--- src/logic/uart_line_pkg.sv ---
package uart_line_pkg;

    // Baud sampling rate: sample ticks in one bit cell.
    localparam int SAMPLES_PER_BIT = 16;

    // Infrared pulse widths in sample ticks (3/16 and 1/4 of a bit).
    localparam logic [4:0] IR10_PULSE_TICKS = 5'h03;
    localparam logic [4:0] IR11_PULSE_TICKS = 5'h04;
    localparam logic [4:0] IR_STRETCH_TICKS = 5'h10;

    // Values after reset, the asserted direction level and the strap capture age.
    localparam logic       RX_AUTO_EN_RESET = 1'b0;
    localparam logic       PIN_MARK         = 1'b1;
    localparam logic       DIR_ASSERTED     = 1'b0;
    localparam logic [1:0] STRAP_READY_AGE  = 2'h2;

    // Word length codes of the line control field.
    localparam logic [1:0] WLEN_5 = 2'h0;
    localparam logic [1:0] WLEN_6 = 2'h1;
    localparam logic [1:0] WLEN_7 = 2'h2;

    // Control bits gathered from the host-side registers.
    typedef struct packed {
        logic       special_detect;  // enhanced_feature_reg bit 5
        logic       multidrop;       // extra_feature_ctrl_reg bit 0
        logic       auto_dir;        // extra_feature_ctrl_reg bit 4
        logic       dir_invert;      // extra_feature_ctrl_reg bit 5
        logic       ir_v11;          // extra_feature_ctrl_reg bit 7
        logic       mcr_ir;          // modem_control_reg bit 6
        logic       loopback;        // modem_control_reg bit 4
        logic       sleep_en;        // interrupt_enable_reg bit 4
        logic [1:0] wlen;            // line_control_reg bits 1:0
        logic [7:0] match_char;      // special_match_char
    } line_cfg_type;

    // Character from the receive shift register.
    typedef struct packed {
        logic [7:0] data;
        logic       parity;
        logic       parity_err;
    } rx_char_type;

    // Entry written into the receive FIFO.
    typedef struct packed {
        logic [7:0] data;
        logic       parity_err;
    } rx_push_type;

    typedef enum logic [2:0] {
        DIR_IDLE = 3'b001,
        DIR_LEAD = 3'b010,
        DIR_SEND = 3'b100
    } dir_state_type;

    typedef enum logic [1:0] {
        PWR_AWAKE = 2'b01,
        PWR_SLEEP = 2'b10
    } pwr_state_type;

endpackage : uart_line_pkg

--- src/logic/ir_encoder.sv ---
`timescale 1ns/1ps
module ir_encoder
    import uart_line_pkg::*;
#(
    parameter int CNT_W = 5
) (
    input  wire logic i_clk,
    input  wire logic i_reset,
    input  wire logic i_sample_en,
    input  wire logic i_bit_start,
    input  wire logic i_bit,
    input  wire logic i_wide,
    output logic      o_pulse
);

    if (CNT_W < 5) begin : g_chk
        $error("ir_encoder: CNT_W too small for pulse width");
    end

    typedef struct packed {
        logic [CNT_W-1:0] cnt;
        logic             pulse;
    } enc_state_type;

    enc_state_type st_q;
    enc_state_type st_d;

    // The pulse starts with the zero bit cell and counts sample ticks.
    always_comb begin
        st_d = st_q;
        if (i_bit_start && !i_bit) begin
            st_d.cnt = CNT_W'(i_wide ? IR11_PULSE_TICKS : IR10_PULSE_TICKS);
        end else if (i_sample_en && st_q.cnt != '0) begin
            st_d.cnt = st_q.cnt - 1'b1;
        end
        st_d.pulse = st_d.cnt != '0;
    end

    always_ff @(posedge i_clk) begin
        if (i_reset) begin
            st_q <= '0;
        end else begin
            st_q <= st_d;
        end
    end

    assign o_pulse = st_q.pulse;

endmodule : ir_encoder

--- src/logic/ir_decoder.sv ---
`timescale 1ns/1ps
module ir_decoder
    import uart_line_pkg::*;
#(
    parameter int CNT_W = 5
) (
    input  wire logic i_clk,
    input  wire logic i_reset,
    input  wire logic i_sample_en,
    input  wire logic i_level,
    output logic      o_data
);

    if (CNT_W < 5) begin : g_chk
        $error("ir_decoder: CNT_W too small for one bit cell");
    end

    typedef struct packed {
        logic [CNT_W-1:0] cnt;
        logic             prev;
        logic             data;
    } dec_state_type;

    dec_state_type st_q;
    dec_state_type st_d;

    // A sensed pulse is stretched to one bit cell of logic 1.
    always_comb begin
        st_d = st_q;
        st_d.prev = i_level;
        if (i_level && !st_q.prev) begin
            st_d.cnt = CNT_W'(IR_STRETCH_TICKS);
        end else if (i_sample_en && st_q.cnt != '0) begin
            st_d.cnt = st_q.cnt - 1'b1;
        end
        st_d.data = st_d.cnt != '0;
    end

    always_ff @(posedge i_clk) begin
        if (i_reset) begin
            st_q      <= '0;
            st_q.prev <= 1'b1;
        end else begin
            st_q <= st_d;
        end
    end

    assign o_data = st_q.data;

endmodule : ir_decoder

--- src/logic/uart_line_ext.sv ---
`timescale 1ns/1ps
//
// Contract
// - special detect: match char stored, flag set
// - compare only the configured word length bits
// - auto direction idles receive, asserts before sending
// - release direction after final stop bit
// - invert bit flips direction output polarity
// - normal multidrop needs multidrop set, special clear
// - receiver off: drop data, tag addresses
// - receiver on: accept data, interrupt addresses
// - auto address: discard everything until match
// - matching address enables receiver, stored tagged
// - other address disables receiver, dropped
// - infrared mode: 3/16 bit pulse per zero
// - version 1.1 coding: quarter bit pulse
// - infrared transmit and receive idle low
// - each sensed light pulse gives logic 1
// - strap low starts infrared, then control bit
// - sleep only when all four conditions hold
// - wake on start edge, load, modem change
// - re-sleep when interrupts clear, until disabled
// - loopback feeds transmit into receive
// - loopback holds pins, ignores modem inputs
module uart_line_ext
    import uart_line_pkg::*;
(
    input  wire logic         i_clk,
    input  wire logic         i_reset,
    input  wire logic         i_sample_en,
    input  wire line_cfg_type i_cfg,
    input  wire logic         i_rx_enable_sw,
    input  wire logic         i_no_int_pending,
    input  wire logic [3:0]   i_msr_delta,
    input  wire logic         i_rts_n,
    input  wire logic         i_dtr_n,
    input  wire logic         i_tx_load,
    input  wire logic         i_tx_fifo_empty,
    input  wire logic         i_tx_busy,
    input  wire logic         i_tx_serial,
    input  wire logic         i_tx_bit_start,
    input  wire logic         i_rx_valid,
    input  wire rx_char_type  i_rx_char,
    input  wire logic         i_rx_pin,
    input  wire logic [3:0]   i_modem_pin_n,
    input  wire logic         i_infrared_strap_n,
    output logic              o_rx_push,
    output rx_push_type       o_rx_push_data,
    output logic              o_lsr_event,
    output logic              o_special_event,
    output logic              o_rx_auto_enabled,
    output logic              o_rx_serial,
    output logic              o_tx_pin,
    output logic              o_rts_n_pin,
    output logic              o_dtr_n_pin,
    output logic [3:0]        o_modem_n,
    output logic              o_tx_allow,
    output logic              o_autoflow_en,
    output logic              o_ir_active,
    output logic              o_osc_stop
);

    typedef struct packed {
        logic          rx_meta;
        logic          rx_sync;
        logic          rx_prev;
        logic [3:0]    modem_meta;
        logic [3:0]    modem_sync;
        logic [3:0]    modem_prev;
        logic          strap_meta;
        logic          strap_sync;
        logic [1:0]    strap_age;
        logic          ir_strap;
        logic          ir_from_mcr;
        logic          mcr_ir_prev;
        logic          auto_en;
        dir_state_type dir;
        pwr_state_type pwr;
        logic          push;
        rx_push_type   push_data;
        logic          lsr_evt;
        logic          special_evt;
        logic          rx_serial;
        logic          tx_pin;
        logic          rts_pin;
        logic          dtr_pin;
        logic [3:0]    modem_out;
        logic          tx_allow;
        logic          autoflow_en;
        logic          ir_active;
        logic          osc_stop;
    } state_type;

    state_type st_q;
    state_type st_d;
    logic      ir_enc;
    logic      ir_dec;

    // Keeps only the bits that the configured word length carries.
    function automatic logic [7:0] char_mask(input logic [1:0] wlen);
        case (wlen)
            WLEN_5:  char_mask = 8'h1f;
            WLEN_6:  char_mask = 8'h3f;
            WLEN_7:  char_mask = 8'h7f;
            default: char_mask = 8'hff;
        endcase
    endfunction : char_mask

    function automatic logic char_hit(input logic [7:0] a, input logic [7:0] b, input logic [1:0] wlen);
        char_hit = (a & char_mask(wlen)) == (b & char_mask(wlen));
    endfunction : char_hit

    ir_encoder #(
        .CNT_W (5)
    ) u_enc (
        .i_clk       (i_clk),
        .i_reset     (i_reset),
        .i_sample_en (i_sample_en),
        .i_bit_start (i_tx_bit_start),
        .i_bit       (i_tx_serial),
        .i_wide      (i_cfg.ir_v11),
        .o_pulse     (ir_enc)
    );

    ir_decoder #(
        .CNT_W (5)
    ) u_dec (
        .i_clk       (i_clk),
        .i_reset     (i_reset),
        .i_sample_en (i_sample_en),
        .i_level     (st_q.rx_sync),
        .o_data      (ir_dec)
    );

    always_comb begin
        logic ir_on;
        logic lb;
        logic hit;
        logic wake;
        logic can_sleep;
        ir_on     = 1'b0;
        lb        = i_cfg.loopback;
        hit       = char_hit(i_rx_char.data, i_cfg.match_char, i_cfg.wlen);
        wake      = 1'b0;
        can_sleep = 1'b0;
        st_d      = st_q;

        st_d.rx_meta    = i_rx_pin;
        st_d.rx_sync    = st_q.rx_meta;
        st_d.rx_prev    = st_q.rx_sync;
        st_d.modem_meta = i_modem_pin_n;
        st_d.modem_sync = st_q.modem_meta;
        st_d.modem_prev = st_q.modem_sync;
        st_d.strap_meta = i_infrared_strap_n;
        st_d.strap_sync = st_q.strap_meta;

        // The strap is caught once the synchroniser has filled after reset.
        if (st_q.strap_age != 2'h3) begin
            st_d.strap_age = st_q.strap_age + 2'h1;
        end
        if (st_q.strap_age == STRAP_READY_AGE) begin
            st_d.ir_strap = ~st_q.strap_sync;
        end
        if (i_cfg.mcr_ir != st_q.mcr_ir_prev) begin
            st_d.ir_from_mcr = 1'b1;
        end
        st_d.mcr_ir_prev = i_cfg.mcr_ir;
        ir_on = st_q.ir_from_mcr ? i_cfg.mcr_ir : st_q.ir_strap;
        st_d.ir_active = ir_on;

        // Receive character handling by mode.
        st_d.push        = 1'b0;
        st_d.lsr_evt     = 1'b0;
        st_d.special_evt = 1'b0;
        if (!(i_cfg.multidrop && i_cfg.special_detect)) begin
            st_d.auto_en = RX_AUTO_EN_RESET;
        end
        if (i_rx_valid) begin
            st_d.push_data.data       = i_rx_char.data;
            st_d.push_data.parity_err = i_rx_char.parity_err;
            if (i_cfg.multidrop && i_cfg.special_detect) begin
                if (i_rx_char.parity) begin
                    if (hit) begin
                        st_d.auto_en              = 1'b1;
                        st_d.push                 = 1'b1;
                        st_d.push_data.parity_err = i_rx_char.parity;
                        st_d.lsr_evt              = 1'b1;
                    end else begin
                        st_d.auto_en = 1'b0;
                    end
                end else begin
                    st_d.push = st_q.auto_en;
                end
            end else if (i_cfg.multidrop) begin
                if (i_rx_char.parity) begin
                    st_d.push                 = 1'b1;
                    st_d.push_data.parity_err = 1'b1;
                    st_d.lsr_evt              = 1'b1;
                end else begin
                    st_d.push = i_rx_enable_sw;
                end
            end else begin
                st_d.push        = 1'b1;
                st_d.special_evt = i_cfg.special_detect && hit;
            end
        end

        // Line routing; loopback holds the outgoing pins where they stand.
        if (lb) begin
            st_d.rx_serial = i_tx_serial;
            st_d.modem_out = {PIN_MARK, PIN_MARK, i_dtr_n, i_rts_n};
        end else begin
            st_d.rx_serial = ir_on ? ir_dec : st_q.rx_sync;
            st_d.tx_pin    = ir_on ? ir_enc : i_tx_serial;
            st_d.dtr_pin   = i_dtr_n;
            st_d.modem_out = st_q.modem_sync;
        end
        st_d.autoflow_en = ~lb;

        // Direction control: one cycle of lead before the transmitter may go.
        case (st_q.dir)
            DIR_IDLE: begin
                if (i_tx_load || !i_tx_fifo_empty || i_tx_busy) begin
                    st_d.dir = DIR_LEAD;
                end
            end
            DIR_LEAD: begin
                st_d.dir = DIR_SEND;
            end
            DIR_SEND: begin
                if (!i_tx_busy && i_tx_fifo_empty && !i_tx_load) begin
                    st_d.dir = DIR_IDLE;
                end
            end
            default: begin
                st_d.dir = DIR_IDLE;
            end
        endcase
        if (!i_cfg.auto_dir) begin
            st_d.dir = DIR_IDLE;
        end
        st_d.tx_allow = !i_cfg.auto_dir || st_d.dir == DIR_SEND;
        if (!lb) begin
            if (i_cfg.auto_dir) begin
                st_d.rts_pin = ((st_d.dir == DIR_IDLE) ? ~DIR_ASSERTED : DIR_ASSERTED) ^ i_cfg.dir_invert;
            end else begin
                st_d.rts_pin = i_rts_n;
            end
        end

        // Sleep: the clock outside is gated from o_osc_stop.
        wake = (!lb && st_q.rx_prev && !st_q.rx_sync)
            || i_tx_load
            || (!lb && st_q.modem_sync != st_q.modem_prev);
        can_sleep = i_no_int_pending && i_cfg.sleep_en && i_msr_delta == 4'h0
            && st_q.rx_sync && !wake && i_tx_fifo_empty && !i_tx_busy;
        case (st_q.pwr)
            PWR_AWAKE: begin
                if (can_sleep) begin
                    st_d.pwr = PWR_SLEEP;
                end
            end
            PWR_SLEEP: begin
                if (wake || !i_cfg.sleep_en || !i_no_int_pending) begin
                    st_d.pwr = PWR_AWAKE;
                end
            end
            default: begin
                st_d.pwr = PWR_AWAKE;
            end
        endcase
        st_d.osc_stop = st_d.pwr == PWR_SLEEP;
    end

    always_ff @(posedge i_clk) begin
        if (i_reset) begin
            st_q             <= '0;
            st_q.rx_meta     <= PIN_MARK;
            st_q.rx_sync     <= PIN_MARK;
            st_q.rx_prev     <= PIN_MARK;
            st_q.modem_meta  <= 4'hf;
            st_q.modem_sync  <= 4'hf;
            st_q.modem_prev  <= 4'hf;
            st_q.strap_meta  <= PIN_MARK;
            st_q.strap_sync  <= PIN_MARK;
            st_q.dir         <= DIR_IDLE;
            st_q.pwr         <= PWR_AWAKE;
            st_q.rx_serial   <= PIN_MARK;
            st_q.tx_pin      <= PIN_MARK;
            st_q.rts_pin     <= PIN_MARK;
            st_q.dtr_pin     <= PIN_MARK;
            st_q.modem_out   <= 4'hf;
            st_q.tx_allow    <= 1'b1;
            st_q.autoflow_en <= 1'b1;
        end else begin
            st_q <= st_d;
        end
    end

    assign o_rx_push         = st_q.push;
    assign o_rx_push_data    = st_q.push_data;
    assign o_lsr_event       = st_q.lsr_evt;
    assign o_special_event   = st_q.special_evt;
    assign o_rx_auto_enabled = st_q.auto_en;
    assign o_rx_serial       = st_q.rx_serial;
    assign o_tx_pin          = st_q.tx_pin;
    assign o_rts_n_pin       = st_q.rts_pin;
    assign o_dtr_n_pin       = st_q.dtr_pin;
    assign o_modem_n         = st_q.modem_out;
    assign o_tx_allow        = st_q.tx_allow;
    assign o_autoflow_en     = st_q.autoflow_en;
    assign o_ir_active       = st_q.ir_active;
    assign o_osc_stop        = st_q.osc_stop;

    logic mode_auto;
    logic mode_norm;
    logic mode_spec;
    assign mode_auto = i_cfg.multidrop && i_cfg.special_detect;
    assign mode_norm = i_cfg.multidrop && !i_cfg.special_detect;
    assign mode_spec = !i_cfg.multidrop && i_cfg.special_detect;
endmodule : uart_line_ext

--- config.mk ---
export PLATFORM = sky130hd
export DESIGN_NAME = uart_line_ext
export DESIGN_NICKNAME = d
export VERILOG_FILES = /design/src/logic/uart_line_pkg.sv /design/src/logic/ir_encoder.sv /design/src/logic/ir_decoder.sv /design/src/logic/uart_line_ext.sv
export SDC_FILE = /design/constraint.sdc
export NUM_CORES = 1
export LEC_CHECK = 0
export BUFFER_PORTS_ARGS = -buffer_cell sky130_fd_sc_hd__clkbuf_2
export CORE_MARGIN = 2
export CORE_UTILIZATION = 30
export CTS_CLUSTER_SIZE = 25
export DETAILED_ROUTE_END_ITERATION = 10
export GPL_TIMING_DRIVEN = 0
export HOLD_SLACK_MARGIN = 0.05
export PLACE_DENSITY = 0.62
export SYNTH_ARGS = -nofsm -noshare
export SYNTH_HDL_FRONTEND = slang
export SYNTH_SLANG_ARGS = --single-unit
--- constraint.sdc ---
create_clock -name i_clk -period 2.8 [get_ports i_clk]
set_clock_uncertainty 0.2 [all_clocks]
set_input_delay 0.42 -clock i_clk [delete_from_list [all_inputs] [get_ports i_clk]]
set_output_delay 0.42 -clock i_clk [all_outputs]
set_load 0.02 [all_outputs]
---- Word level (Yosys, flattened, before mapping) ----
Index checks and enable logic that the tools add are counted.
word-level totals
  register bits after elaboration ......... 64
  bits in latches ......................... 0
  RAM bits ................................ 0
  ROM bits ................................ 0
  input port bits ......................... 51
  output and inout port bits .............. 25
  memories kept ........................... 0
operators by class
  add/sub/neg operators ................... 3
  $mul .................................... 0
  div/mod/pow operators ................... 0
  order comparisons ....................... 0
  eq/ne operators ......................... 15
  shifts and indexed selects .............. 0
  muxes and demuxes ....................... 34
  bitwise gates (word level) .............. 6
  reduce and logical (&&, ||, !) cells .... 44
operator list
  operator                                                               count
  8-bit case mux with 3 select lines                                     1
  5-bit 2-to-1 mux                                                       4
  5-bit nonzero test                                                     4
  1-bit logical AND                                                      17
  8-bit AND                                                              2
  2-bit 2-to-1 mux                                                       8
  1-bit 2-to-1 mux                                                       15
  3-bit 2-to-1 mux                                                       4
  1-bit logical NOT                                                      11
  5-bit by 1-bit subtractor with 5-bit output, second input constant     2
  3-bit case mux with 3 select lines                                     1
  2-bit equality test, second input constant                             4
  8-bit equality test                                                    1
  1-bit logical OR                                                       7
  3-bit by 1-bit equality test with 1-bit output, second input constant  2
  3-bit equality test, second input constant                             2
  2-bit by 1-bit equality test with 1-bit output, second input constant  2
  4-bit logical NOT                                                      1
  4-bit inequality test                                                  1
  2-bit case mux with 2 select lines                                     1
  2-bit OR reduction                                                     2
  4-bit OR reduction                                                     1
  3-bit by 2-bit equality test with 1-bit output, second input constant  1
  1-bit NOT                                                              3
  5 further kinds                                                        5

---- Logic depth before layout (Yosys ltp) ----
Gate-level depths: netlist of run 1.
  depth after elaboration ................. 12
  depth in mapped cells ................... 7
  mapped depth without buffers ............ 7

---- Cells and area by module ----
A second synthesis of run 1 with hierarchy kept.
unflattened totals
  cells, all modules ...................... 296
  area total of the unflattened synthesis .. 2852.7 um^2
modules (own cells, without submodules)
  module         times used  cells each  area an instance (um^2)  sequential area each (um^2)
  uart_line_ext  1           221         2179.6                   1041.0
  ir_decoder     1           40          367.9                    140.1
  ir_encoder     1           35          305.3                    120.1

---- Least setup slack after synthesis of run 1 ----
No wires, ideal clock.
  path kind ............................... flip-flop to flip-flop
  start point ............................. reg u_enc.st_q[1] in the netlist's numbering
  end point ............................... reg u_enc.st_q, in the netlist u_enc.o_pulse
  arrival ................................. 1.612 ns
  required time ........................... 2.473 ns
  slack ................................... 0.861 ns
  stages on the path, launching flop included .. 8
  period minus slack after synthesis ...... 1.939 ns
  path through ............................ dfxtp_1 -> inv_1 -> ha_1 -> nor3b_4 -> nor4b_1 -> xnor2_1 -> nor3_2 -> or3_1
between the ends
  cells in the longest elaborated chain, start to end .. 5
ends and longest elaborated chain
  what                                                                                                 line              source
  start, declared                                                                                      ir_encoder.sv:25  enc_state_type st_q;
  start signal, assigned                                                                               ir_encoder.sv:43  st_q <= st_d;
  parallel branches: the longest is 2 deep, another holds 5-bit by 1-bit subtractor with 5-bit output  n/a
  5-bit 2-to-1 mux *                                                                                   ir_encoder.sv:33  end else if (i_sample_en && st_q.cnt != '0) begin
  5-bit 2-to-1 mux *                                                                                   ir_encoder.sv:31  if (i_bit_start && !i_bit) begin
  5-bit nonzero test *                                                                                 ir_encoder.sv:36  st_d.pulse = st_d.cnt != '0;
Mark *: on every way between the ends.
A chain may end at the register's enable or synchronous reset.

---- Worst setup path in the final report of run 1 ----
  start point ............................. reg u_enc.st_q[2] in the netlist's numbering
  end point ............................... reg u_enc.st_q, in the netlist u_enc.o_pulse
The elaborated chain is that of the path after synthesis.

==> metrics.yaml, run 1 <==
sta:
  hold_viol: 0
  post-route-min-period_ns: 2.07
  post-route-period-util_pct: 73.9
  worst_pin_slew_ns: 0.637
  max_freq_mhz: 483
  rsz0062_at_grt: "false"
  slew_headroom_pct: 57.5
  setup_viol: 0
  fin_ws_ns: 0.732
  fin_setup_tns_ns: 0
  final_max_slew_viol_count: 0
synthesis:
  synth-edff-count: 0
  synth_fp_nets: 351
  synth_area_um2: 2800
  yosysWarnings: 0
  synth_top_area_cell: "dfxtp_1"
  synth_area_leaders: "dfxtp_1, xnor2_1, mux2i_1, nor2_1, or2_2"
  synth_top_area_share_pct: 45.7
  synth_top_flop_cell: "dfxtp_1"
  synth_area_per_cell_um2: 9.60
  ys_seq_area_share_pct: 45.7
  synth_cell_type_count: 47
  synth_cells: 292
  ys_seq_elements: 64
  async_reset_ff_share_pct: 0
place:
  gp_congestion: 0.810
  dpl_worst_slack_ns: 0.559
  dp_hpwl_um: 4420
  port_buffers: 73
cells_and_area:
  drive_above_1_share_pct: 33.4
  synthToLayoutAreaGrowth_pct: 28.6
  final_util_pct: 39.4
  fillers: 912
  antennaDiodeCount: 0
  final_nets: 440
routing:
  wl_um: 5820
  dr.pass1.iters: 4
  vias: 2237
  viasPerCell: 4.50
  drc: 0
  wire_per_inst_um: 11.7
  ant_nets: 0
  drt-initial-drc-count: 70
run_status:
  status: "finished clean"
clock_network:
  cts_tree: "built"
  path_clk_slew_ns: 0.08
  htreeDepth: 3
  clock_sinks: 64
  clkLatencyLatePin_ns: 0.33
  cts_setup_buffers: 0
  cts_root_buffer: "clkbuf_8"
  clockBufferDepth: 2
  cts_buffers: 9
critical_path:
  rrSetupSlack_ns: 0.73
  crit_path_start_kind: "flop"
  rr_worst_depth: 7
  crit_arrival_ns: 2.08
  r2r_start: "u_enc.st_q[2]$_SDFF_PP0_"
  r2r_end: "u_enc.o_pulse$_SDFF_PP0_"
  critPathKind: "reg -> reg"
  end_kind: "flop"
  worstPathRequired_ns: 2.82
  worst-path-max-fanout: 4
floorplan:
  die_x_um: 101
  core_um2: 9150
  dieArea_um2: 10100
  rows: 35
  ios: 76
  initial_utilization_pct: 30.6
  die_height_um: 101
worst_hold_path:
  whs_path_depth: 2
  min_delay_worst_endpoint: "st_d[42]$_SDFF_PP1_"
  hp-start: "i_modem_pin_n[1]"
  hold_path.class: "in -> reg"
power_and_ir_drop:
  p_leak_uw: 0.00162
  p_per_area_nw_per_um2: 734
  ir_drop_mv: 0.254
global_routing:
  track_usage_pct: 12.2
  grt_pass1_vias: 2162
  grt_overflow_total: 0
  grt_max_degree: 14
  grt_pass1_wl_um: 9840
  grt_antenna_before_repair: 0
run:
  maxCapViolCount: 0
## flip-flops by register name, indices dropped and copies added (netlist names), 4 cells and up
| register | cells |
|---|---|
| u_enc.st_q | 5 |
| u_dec.st_q | 5 |
| o_rx_push_data | 9 |
| st_q | 16 |
| o_modem_n | 4 |
| st_d | 11 |
## worst max path at each step
stage	start	cells after the start	end	slack, ns
6_report	u_enc.st_q[2]$_SDFF_PP0_	7	u_enc.o_pulse$_SDFF_PP0_	0.73
3_5_place_dp	i_reset	4	u_enc.st_q[4]$_SDFF_PP0_	0.56
3_3_place_gp	i_reset	4	u_enc.st_q[4]$_SDFF_PP0_	0.56
4_1_cts	u_enc.st_q[2]$_SDFF_PP0_	7	u_enc.o_pulse$_SDFF_PP0_	0.72
2_1_floorplan	u_enc.st_q[1]$_SDFF_PP0_	7	u_enc.o_pulse$_SDFF_PP0_	0.86
5_1_grt	u_enc.st_q[1]$_SDFF_PP0_	7	u_enc.o_pulse$_SDFF_PP0_	0.58
## logic make-up (layout without fill, tap and decap cells)
kind of cell,after synthesis,in the layout,share of synthesized area [%]
compound gates,44,44,11.7
fa+ha+maj,8,8,3.57
mux,14,14,5.09
xor+xnor,22,22,6.87
simple gates,103,103,20.3
buf+inv,37,131,6.78
flops,64,64,45.7
## critical path: stages, from the launching register on
cell and delay, ns:
dfxtp_1 0.39, inv_1 0.08, ha_1 0.18, nor3b_4 0.16
nor4b_1 0.35, xnor2_1 0.18, nor3_2 0.06, or3_1 0.36
## synth_stat cells (3+ instances only)
cell       n
a31oi_1    4
nand2b_1   9
o21ai_0    6
ha_1       8
a21oi_1   10
o31ai_1    4
inv_1     15
buf_4     13
o211ai_1   3
dfxtp_1   64
or3_1      3
clkbuf_1   4
buf_1      3
nand3_1    4
xor2_1     5
nor3b_1    3
xnor2_1   17
a211o_1    4
nor2b_1   10
or2_2     18
nor3_1     3
nor2_1    30
mux2i_1   12
nand2_1   10
## layout make-up
type	count	area [um^2]	share of cell area, %
buffer	22	134	3.71
timing repair buffer	78	415	11.5
clock buffer	9	124	3.43
tap	111	139	3.85
inverter	15	56.3	1.56
clock inverter	7	125	3.47
sequential	64	1280	35.5
multi-input combinational	191	1330	36.9
## placed cells by master (no fill, tap or decap), types with 4 or more instances in the layout
cell type	netlist	routed
xor2_1	5	5
clkbuf_2	0	73
buf_4	13	13
clkbuf_1	4	4
dfxtp_1	64	64
dlygate4sd3_1	0	5
nand2b_1	9	9
clkbuf_8	0	9
nor2_1	30	30
a21oi_1	10	10
ha_1	8	8
mux2i_1	12	12
inv_1	15	15
a211o_1	4	4
nand3_1	4	4
or2_2	18	18
a31oi_1	4	4
xnor2_1	17	17
nor2b_1	10	10
nand2_1	10	10
o31ai_1	4	4
o21ai_0	6	6
## power breakdown
group / internal, uW / switching (uW)
registers: 1010 / 74.6
logic: 278 / 298
clock network: 602 / 387
total: 1890 / 759
## per-stage QoR
step,std cells,instance area (um^2),power (uW),hold WS (ns)
after CTS,496,3600,2670,0.0542
after floorplan,292,2800,1530,0.189
after global routing,497,3610,2810,0.0552
after global placement,476,3310,1660,0.193
after detailed placement,476,3310,1680,0.194
final,497,3610,2650,0.0729
## timing repair
action                                  in CTS  in global routing
hold buffers                                 4                  1
resized for setup                            0                  0
endpoints found under the setup margin       0                  0
hold endpoints to repair                     4                  1
## layer usage
layer	global-route usage [%]	vias up	wire (um)	share of wire, %
li1	-	1154	-	-
met1	15.3	1039	2780	48
met2	19.9	37	2740	47
met3	2.84	7	228	3.9
met4	5.27	0	70	1.2
met5	0	-	0	0
Power figures use the tool's default switching activity.
==> inputs of run 2 (changes only) <==
- ABC_AREA: default -> 1
- PLACE_DENSITY: 0.62 -> 0.63
- clock period: 2.8 -> 1.7 ns (I/O delays scaled with it)
==> metrics.yaml, run 2 <==
run_status:
  status: "finished clean"
sta:
  final_max_slew_viol_count: 0  # unchanged
  max_freq_mhz: 608  # +26%
  setup_viol: 0  # unchanged
  slew_headroom_pct: 61.1  # +3.5 points
  post-route-min-period_ns: 1.64  # -0.425 ns
  post-route-period-util_pct: 96.7  # +23 points
  hold_viol: 0  # unchanged
  fin_setup_tns_ns: 0  # unchanged
  worst_pin_slew_ns: 0.578  # -0.0592 ns
place:
  gp_congestion: 0.845  # +4.3%
  dp_hpwl_um: 4900  # +11%
  place_inst: 571  # +20%
  port_buffers: 74  # +1.4%
synthesis:
  synth_fp_nets: 445  # +27%
  synth_top_area_share_pct: 45.2  # -0.52 points
  yosysWarnings: 0  # unchanged
  synth_area_leaders: "dfxtp_1, nand2_1, inv_1, nor2_1, nand3_1"
  synth_commonest_cells: "nand2_1, dfxtp_1, inv_1"
  ys_seq_elements: 64  # unchanged
  synth_cell_type_count: 28  # -40%
  synth_area_um2: 2840  # +1.2%
  synth.most_common_cell: "nand2_1"
  synth_area_per_cell_um2: 7.35  # -23%
  synth-edff-count: 0  # unchanged
  ys_seq_area_share_pct: 45.2  # -0.52 points
  async_reset_ff_share_pct: 0  # unchanged
  synth_cells: 386  # +32%
  synth_top_flop_cell: "dfxtp_1"
  synth_top_area_cell: "dfxtp_1"
worst_hold_path:
  hold_path.class: "in -> reg"
  whs_path_depth: 4  # +2
  hp-start: "i_cfg[11]"
  min_delay_worst_endpoint: "o_dtr_n_pin$_SDFFE_PP1N_"
cells_and_area:
  drive_above_1_share_pct: 29.1  # -4.4 points
  antennaDiodeCount: 0  # unchanged
  stdcell_count: 617  # +24%
  largest_reg_flops: 16  # unchanged
  regMostFlops: "st_q"
  final_nets: 560  # +27%
  final_cell_mix: "nand2_1, clkbuf_2, dfxtp_1"
  final_common_cell: "nand2_1"
  synthToLayoutAreaGrowth_pct: 37.9
  fillers: 953  # +4.5%
critical_path:
  r2r_end: "u_dec.o_data$_SDFF_PP0_"
  rr_worst_depth: 12  # +5
  critPathKind: "reg -> reg"
  rrSetupSlack_ns: 0.06  # -0.68 ns
  worstPathRequired_ns: 1.74  # -1.08 ns
  crit_arrival_ns: 1.68  # -0.40 ns
  end_kind: "flop"
  crit_path_start_kind: "flop"
  r2r_start: "u_dec.st_q[2]$_SDFF_PP0_"
  worst-path-max-fanout: 6  # +2
clock_network:
  clockBufferDepth: 2  # unchanged
  cts_tree: "built"
  path_clk_slew_ns: 0.08  # about the same
  htreeDepth: 3  # unchanged
  clock_sinks: 64  # unchanged
  clkLatencyLatePin_ns: 0.34  # about the same
  cts_root_buffer: "clkbuf_8"
  cts_buffers: 9  # unchanged
floorplan:
  initial_utilization_pct: 30.8  # +0.21 points
  dieArea_um2: 10200  # +1.1%
  rows: 35  # unchanged
  core_um2: 9200  # +0.48%
  ios: 76  # unchanged
  die_height_um: 101  # +0.56%
  die_x_um: 101  # +0.56%
routing:
  drc: 0  # unchanged
  viasPerCell: 4.45  # -1.2%
  drt-initial-drc-count: 78  # +11%
  wl_um: 6760  # +16%
  wire_per_inst_um: 11.0  # -6.4%
  ant_nets: 0  # unchanged
  dr.pass1.iters: 4  # unchanged
  vias: 2744  # +23%
run:
  maxCapViolCount: 0  # unchanged
power_and_ir_drop:
  p_per_area_nw_per_um2: 1180  # +60%
  p_leak_uw: 0.00204  # +26%
  ir_drop_mv: 0.415  # +63%
global_routing:
  grt_max_degree: 13  # -1
  grt_overflow_total: 0  # unchanged
  grt_pass1_wl_um: 10400  # +6.1%
  track_usage_pct: 12.9  # +0.68 points
  grt_antenna_before_repair: 0  # unchanged
  grt_pass1_vias: 2511  # +16%
[run 2: cell types whose count changed in the layout (fill, tap and decap cells not counted), moves of 13 or more]
cell,before,now
inv_1,15,46
nand3_1,4,25
nand2_1,10,90
xnor2_1,17,3
dlygate4sd3_1,5,24
o21ai_0,6,19
[run 2: worst max-delay path, stage by stage, from the launching register on]
cell and delay [ns]:
dfxtp_2 0.37, inv_4 0.06, ha_4 0.15, nand3_2 0.09, nand2_4 0.09, nand2_1 0.10, o21ai_1 0.07, nand2_1 0.09
nand2_1 0.06, nor2_1 0.11, nand2_1 0.06, nand2_1 0.06, inv_1 0.04
[run 2: how the worst max path moves through the flow]
| stage | start | cells after the start | slack [ns] | endpoint |
|---|---|---|---|---|
| 2_1_floorplan | u_enc.st_q[1]$_SDFF_PP0_ | 10 | 0.19 | u_enc.o_pulse$_SDFF_PP0_ |
| 3_3_place_gp | i_reset | 4 | -0.09 | o_rx_serial$_SDFF_PP1_ |
| 3_5_place_dp | i_reset | 4 | -0.1 | o_tx_allow$_SDFF_PP1_ |
| 4_1_cts | u_enc.st_q[2]$_SDFF_PP0_ | 10 | 0.006 | u_enc.o_pulse$_SDFF_PP0_ |
| 5_1_grt | u_dec.st_q[2]$_SDFF_PP0_ | 13 | -0.04 | u_dec.o_data$_SDFF_PP0_ |
| 6_report | u_dec.st_q[2]$_SDFF_PP0_ | 12 | 0.06 | u_dec.o_data$_SDFF_PP0_ |
[run 2: report_power, final]
part           internal (uW)  switching [uW]
Combinational            598             776
Sequential              1670             112
Clock                    827             614
Total                   3100            1500
[run 2: logic make-up after synthesis]
| kind of cell | Yosys count | share of synthesized area, % |
|---|---|---|
| flip-flops | 64 | 45.2 |
| XOR/XNOR | 7 | 2.16 |
| AND/OR/NAND/NOR | 194 | 30.2 |
| AO/OA/AOI/OAI | 41 | 7.54 |
| buffers and inverters | 72 | 11.4 |
| adder cells (fa/ha/maj) | 8 | 3.53 |
[run 2: final cells by class]
type	count	area [um^2]	share of cell area, %
Buffer	21	129	3.29
Clock buffer	9	124	3.17
Clock inverter	7	95.1	2.43
Inverter	51	196	5.02
Multi-Input combinational cell	250	1290	32.9
Sequential cell	64	1290	32.9
Tap cell	111	139	3.55
Timing Repair Buffer	104	656	16.8
[run 2: repair_timing]
item / CTS / global route
buffers inserted: 0 / 6
endpoints found under the hold margin: 25 / 0
endpoints found under the setup margin: 0 / 3
resized for setup: 0 / 21
hold buffers: 24 / 0
[run 2: stage by stage]
stage          util, %  setup WS, ns  power [uW]  area, um^2  hold slack, ns
2_1_floorplan        -         0.187        2650        2840           0.132
3_3_place_gp      36.4       -0.0921        2890        3350           0.194
3_5_place_dp      36.4       -0.0960        2930        3350           0.193
4_1_cts           41.4       0.00649        4420        3800          0.0666
5_1_grt           42.5       -0.0402        4880        3910           0.104
6_report          42.5        0.0560        4600        3910          0.0763
[run 2: metal layers]
layer | wire [um] | track usage [%] | vias up
li1 | - | - | 1426
met1 | 2880 | 14.5 | 1228
met2 | 3320 | 22.8 | 79
met3 | 458 | 4.14 | 11
met4 | 107 | 4.47 | 0
met5 | 0 | 0 | -
==> inputs of run 3 (changes only) <==
- CELL_PAD_IN_SITES_DETAIL_PLACEMENT: default -> 1
- CELL_PAD_IN_SITES_GLOBAL_PLACEMENT: default -> 1
- PLACE_DENSITY: 0.63 -> 0.8
==> metrics.yaml, run 3 (same netlist as run 2, synthesis figures left out) <==
run_status:
  status: "finished clean"
critical_path:
  crit_slowest_cell: "dfxtp_2"
  crit_path_start_kind: "flop"
  cpPeakStageDelay_ns: 0.34  # -0.03 ns
  crit_top_cell: "nand2_1"
  end_kind: "flop"
  crit_arrival_ns: 1.70  # +0.02 ns
  worstPathRequired_ns: 1.74  # about the same
  worst-path-max-fanout: 4  # -2
  critPathKind: "reg -> reg"
  path_cells: "inv_2, ha_2, nand3_4, nand2_4, nand2_1, o21ai_0, nand2_1, nand2_1, o21ai_1, nand2_1"
floorplan:
  initial_utilization_pct: 30.8  # unchanged
  rows: 35  # unchanged
  core_um2: 9200  # unchanged
  dieArea_um2: 10200  # unchanged
  die_x_um: 101  # unchanged
  die_height_um: 101  # unchanged
  ios: 76  # unchanged
run:
  maxCapViolCount: 0  # unchanged
global_routing:
  grt_antenna_before_repair: 0  # unchanged
  grt_max_degree: 12  # -1
  grt_pass1_vias: 2916  # +16%
  track_usage_pct: 16.3  # +3.4 points
  grt_pass1_wl_um: 13100  # +25%
  grt_overflow_total: 0  # unchanged
routing:
  drc: 0  # unchanged
  viasPerCell: 4.56  # +2.6%
  drt-initial-drc-count: 58  # -26%
  ant_nets: 0  # unchanged
  wire_per_inst_um: 13.2  # +21%
  dr.pass1.iters: 5  # +1
  wl_um: 8120  # +20%
  vias: 2807  # +2.3%
cells_and_area:
  final_util_pct: 42.1  # -0.45 points
  final_cell_mix: "nand2_1, clkbuf_2, dfxtp_1"
  final_common_cell: "nand2_1"
  fillers: 1184  # +24%
  drive_above_1_share_pct: 29.6  # +0.51 points
  synthToLayoutAreaGrowth_pct: 36.4
  largest_reg_flops: 16  # unchanged
  final_nets: 559  # -0.18%
  antennaDiodeCount: 0  # unchanged
  stdcell_count: 615  # -0.32%
  regMostFlops: "st_q"
sta:
  final_max_slew_viol_count: 0  # unchanged
  setup_viol: 0  # unchanged
  post-route-period-util_pct: 97.6  # +0.86 points
  fin_setup_tns_ns: 0  # unchanged
  max_freq_mhz: 603  # -0.88%
  slew_headroom_pct: 62.8  # +1.7 points
  post-route-min-period_ns: 1.66  # +0.0146 ns
  worst_pin_slew_ns: 0.558  # -0.0198 ns
  fin_hold_ws_ns: 0.0519  # -0.0244 ns
  hold_viol: 0  # unchanged
  rsz0062_at_grt: "true"
place:
  place_inst: 571  # unchanged
  port_buffers: 74  # unchanged
  dp_hpwl_um: 5760  # +18%
  gp_congestion: 0.815  # -3.6%
clock_network:
  htreeDepth: 3  # unchanged
  cts_tree: "built"
  cts_buffers: 9  # unchanged
  clockBufferDepth: 2  # unchanged
  cts_root_buffer: "clkbuf_8"
  clock_sinks: 64  # unchanged
  path_clk_slew_ns: 0.07  # about the same
  clkLatencyLatePin_ns: 0.35  # about the same
worst_hold_path:
  hold_path.class: "in -> reg"
power_and_ir_drop:
  power_uw: 4390  # -4.5%
  p_per_area_nw_per_um2: 1140  # -3.5%
  p_leak_uw: 0.00201  # -1.6%
  ir_drop_mv: 0.373  # -10%
## run 3: cell types whose count changed in the layout (fill, tap and decap cells not counted), moves of 2 or more
cell       change
nand3_1        -2
ha_4           -2
ha_2           +3
bufinv_16      -2
dfxtp_2        -2
## run 3: what timing repair did
item | in CTS | in global routing
gates resized for setup | 1 | 26
setup buffers | 0 | 5
hold buffers | 24 | 0
setup endpoints to repair | 1 | 5
pin swaps | 0 | 11
hold endpoints to repair | 24 | 0
## run 3: per-layer routing
layer  up-vias  track usage (%)  wire, um
li1       1417                -         -
met5         -                0         0
met3        10             4.49       520
met4         0             6.13       109
met1      1299             17.5      3360
met2        81             30.3      4130
## run 3: area by class of cell
type | instances | area (um^2) | share of cell area, %
buffer | 21 | 129 | 3.33
clock buffer | 10 | 138 | 3.56
clock inverter | 5 | 33.8 | 0.873
inverter | 51 | 199 | 5.14
multi-input combinational | 250 | 1300 | 33.5
sequential | 64 | 1290 | 33.3
tap | 111 | 139 | 3.59
timing repair buffer | 103 | 648 | 16.7
## run 3: metrics by stage
stage	worst slack (ns)	cell area, um^2
6_report	0.0415	3870
3_5_place_dp	-0.0744	3350
2_1_floorplan	0.187	2840
3_3_place_gp	-0.0412	3350
4_1_cts	0.000655	3760
5_1_grt	-0.0586	3870
## run 3: final timing paths
check / cells past startpoint / slack (ns) / from / endpoint
setup reg to reg: 10 / 0.04 / u_enc.st_q[1]$_SDFF_PP0_ / u_enc.o_pulse$_SDFF_PP0_
hold / removal: 3 / 0.05 / i_tx_serial / o_rx_serial$_SDFF_PP1_
setup / recovery: 10 / 0.04 / u_enc.st_q[1]$_SDFF_PP0_ / u_enc.o_pulse$_SDFF_PP0_
hold reg to reg: 1 / 0.21 / st_d[42]$_SDFF_PP1_ / st_d[38]$_SDFF_PP1_
## run 3: where the power goes
group / switching [uW] / leakage [uW] / internal [uW]
clock: 600 / 0.0000841 / 557
combinational: 836 / 0.00140 / 608
sequential: 118 / 0.000530 / 1680
## run 3: critical path, delay by kind of cell, from the launching register on
kind / cells / cell delay (ns)
fa+ha+maj: 1 / 0.20
simple gates: 6 / 0.52
buf+inv: 1 / 0.05
compound gates: 2 / 0.24
flops: 1 / 0.34
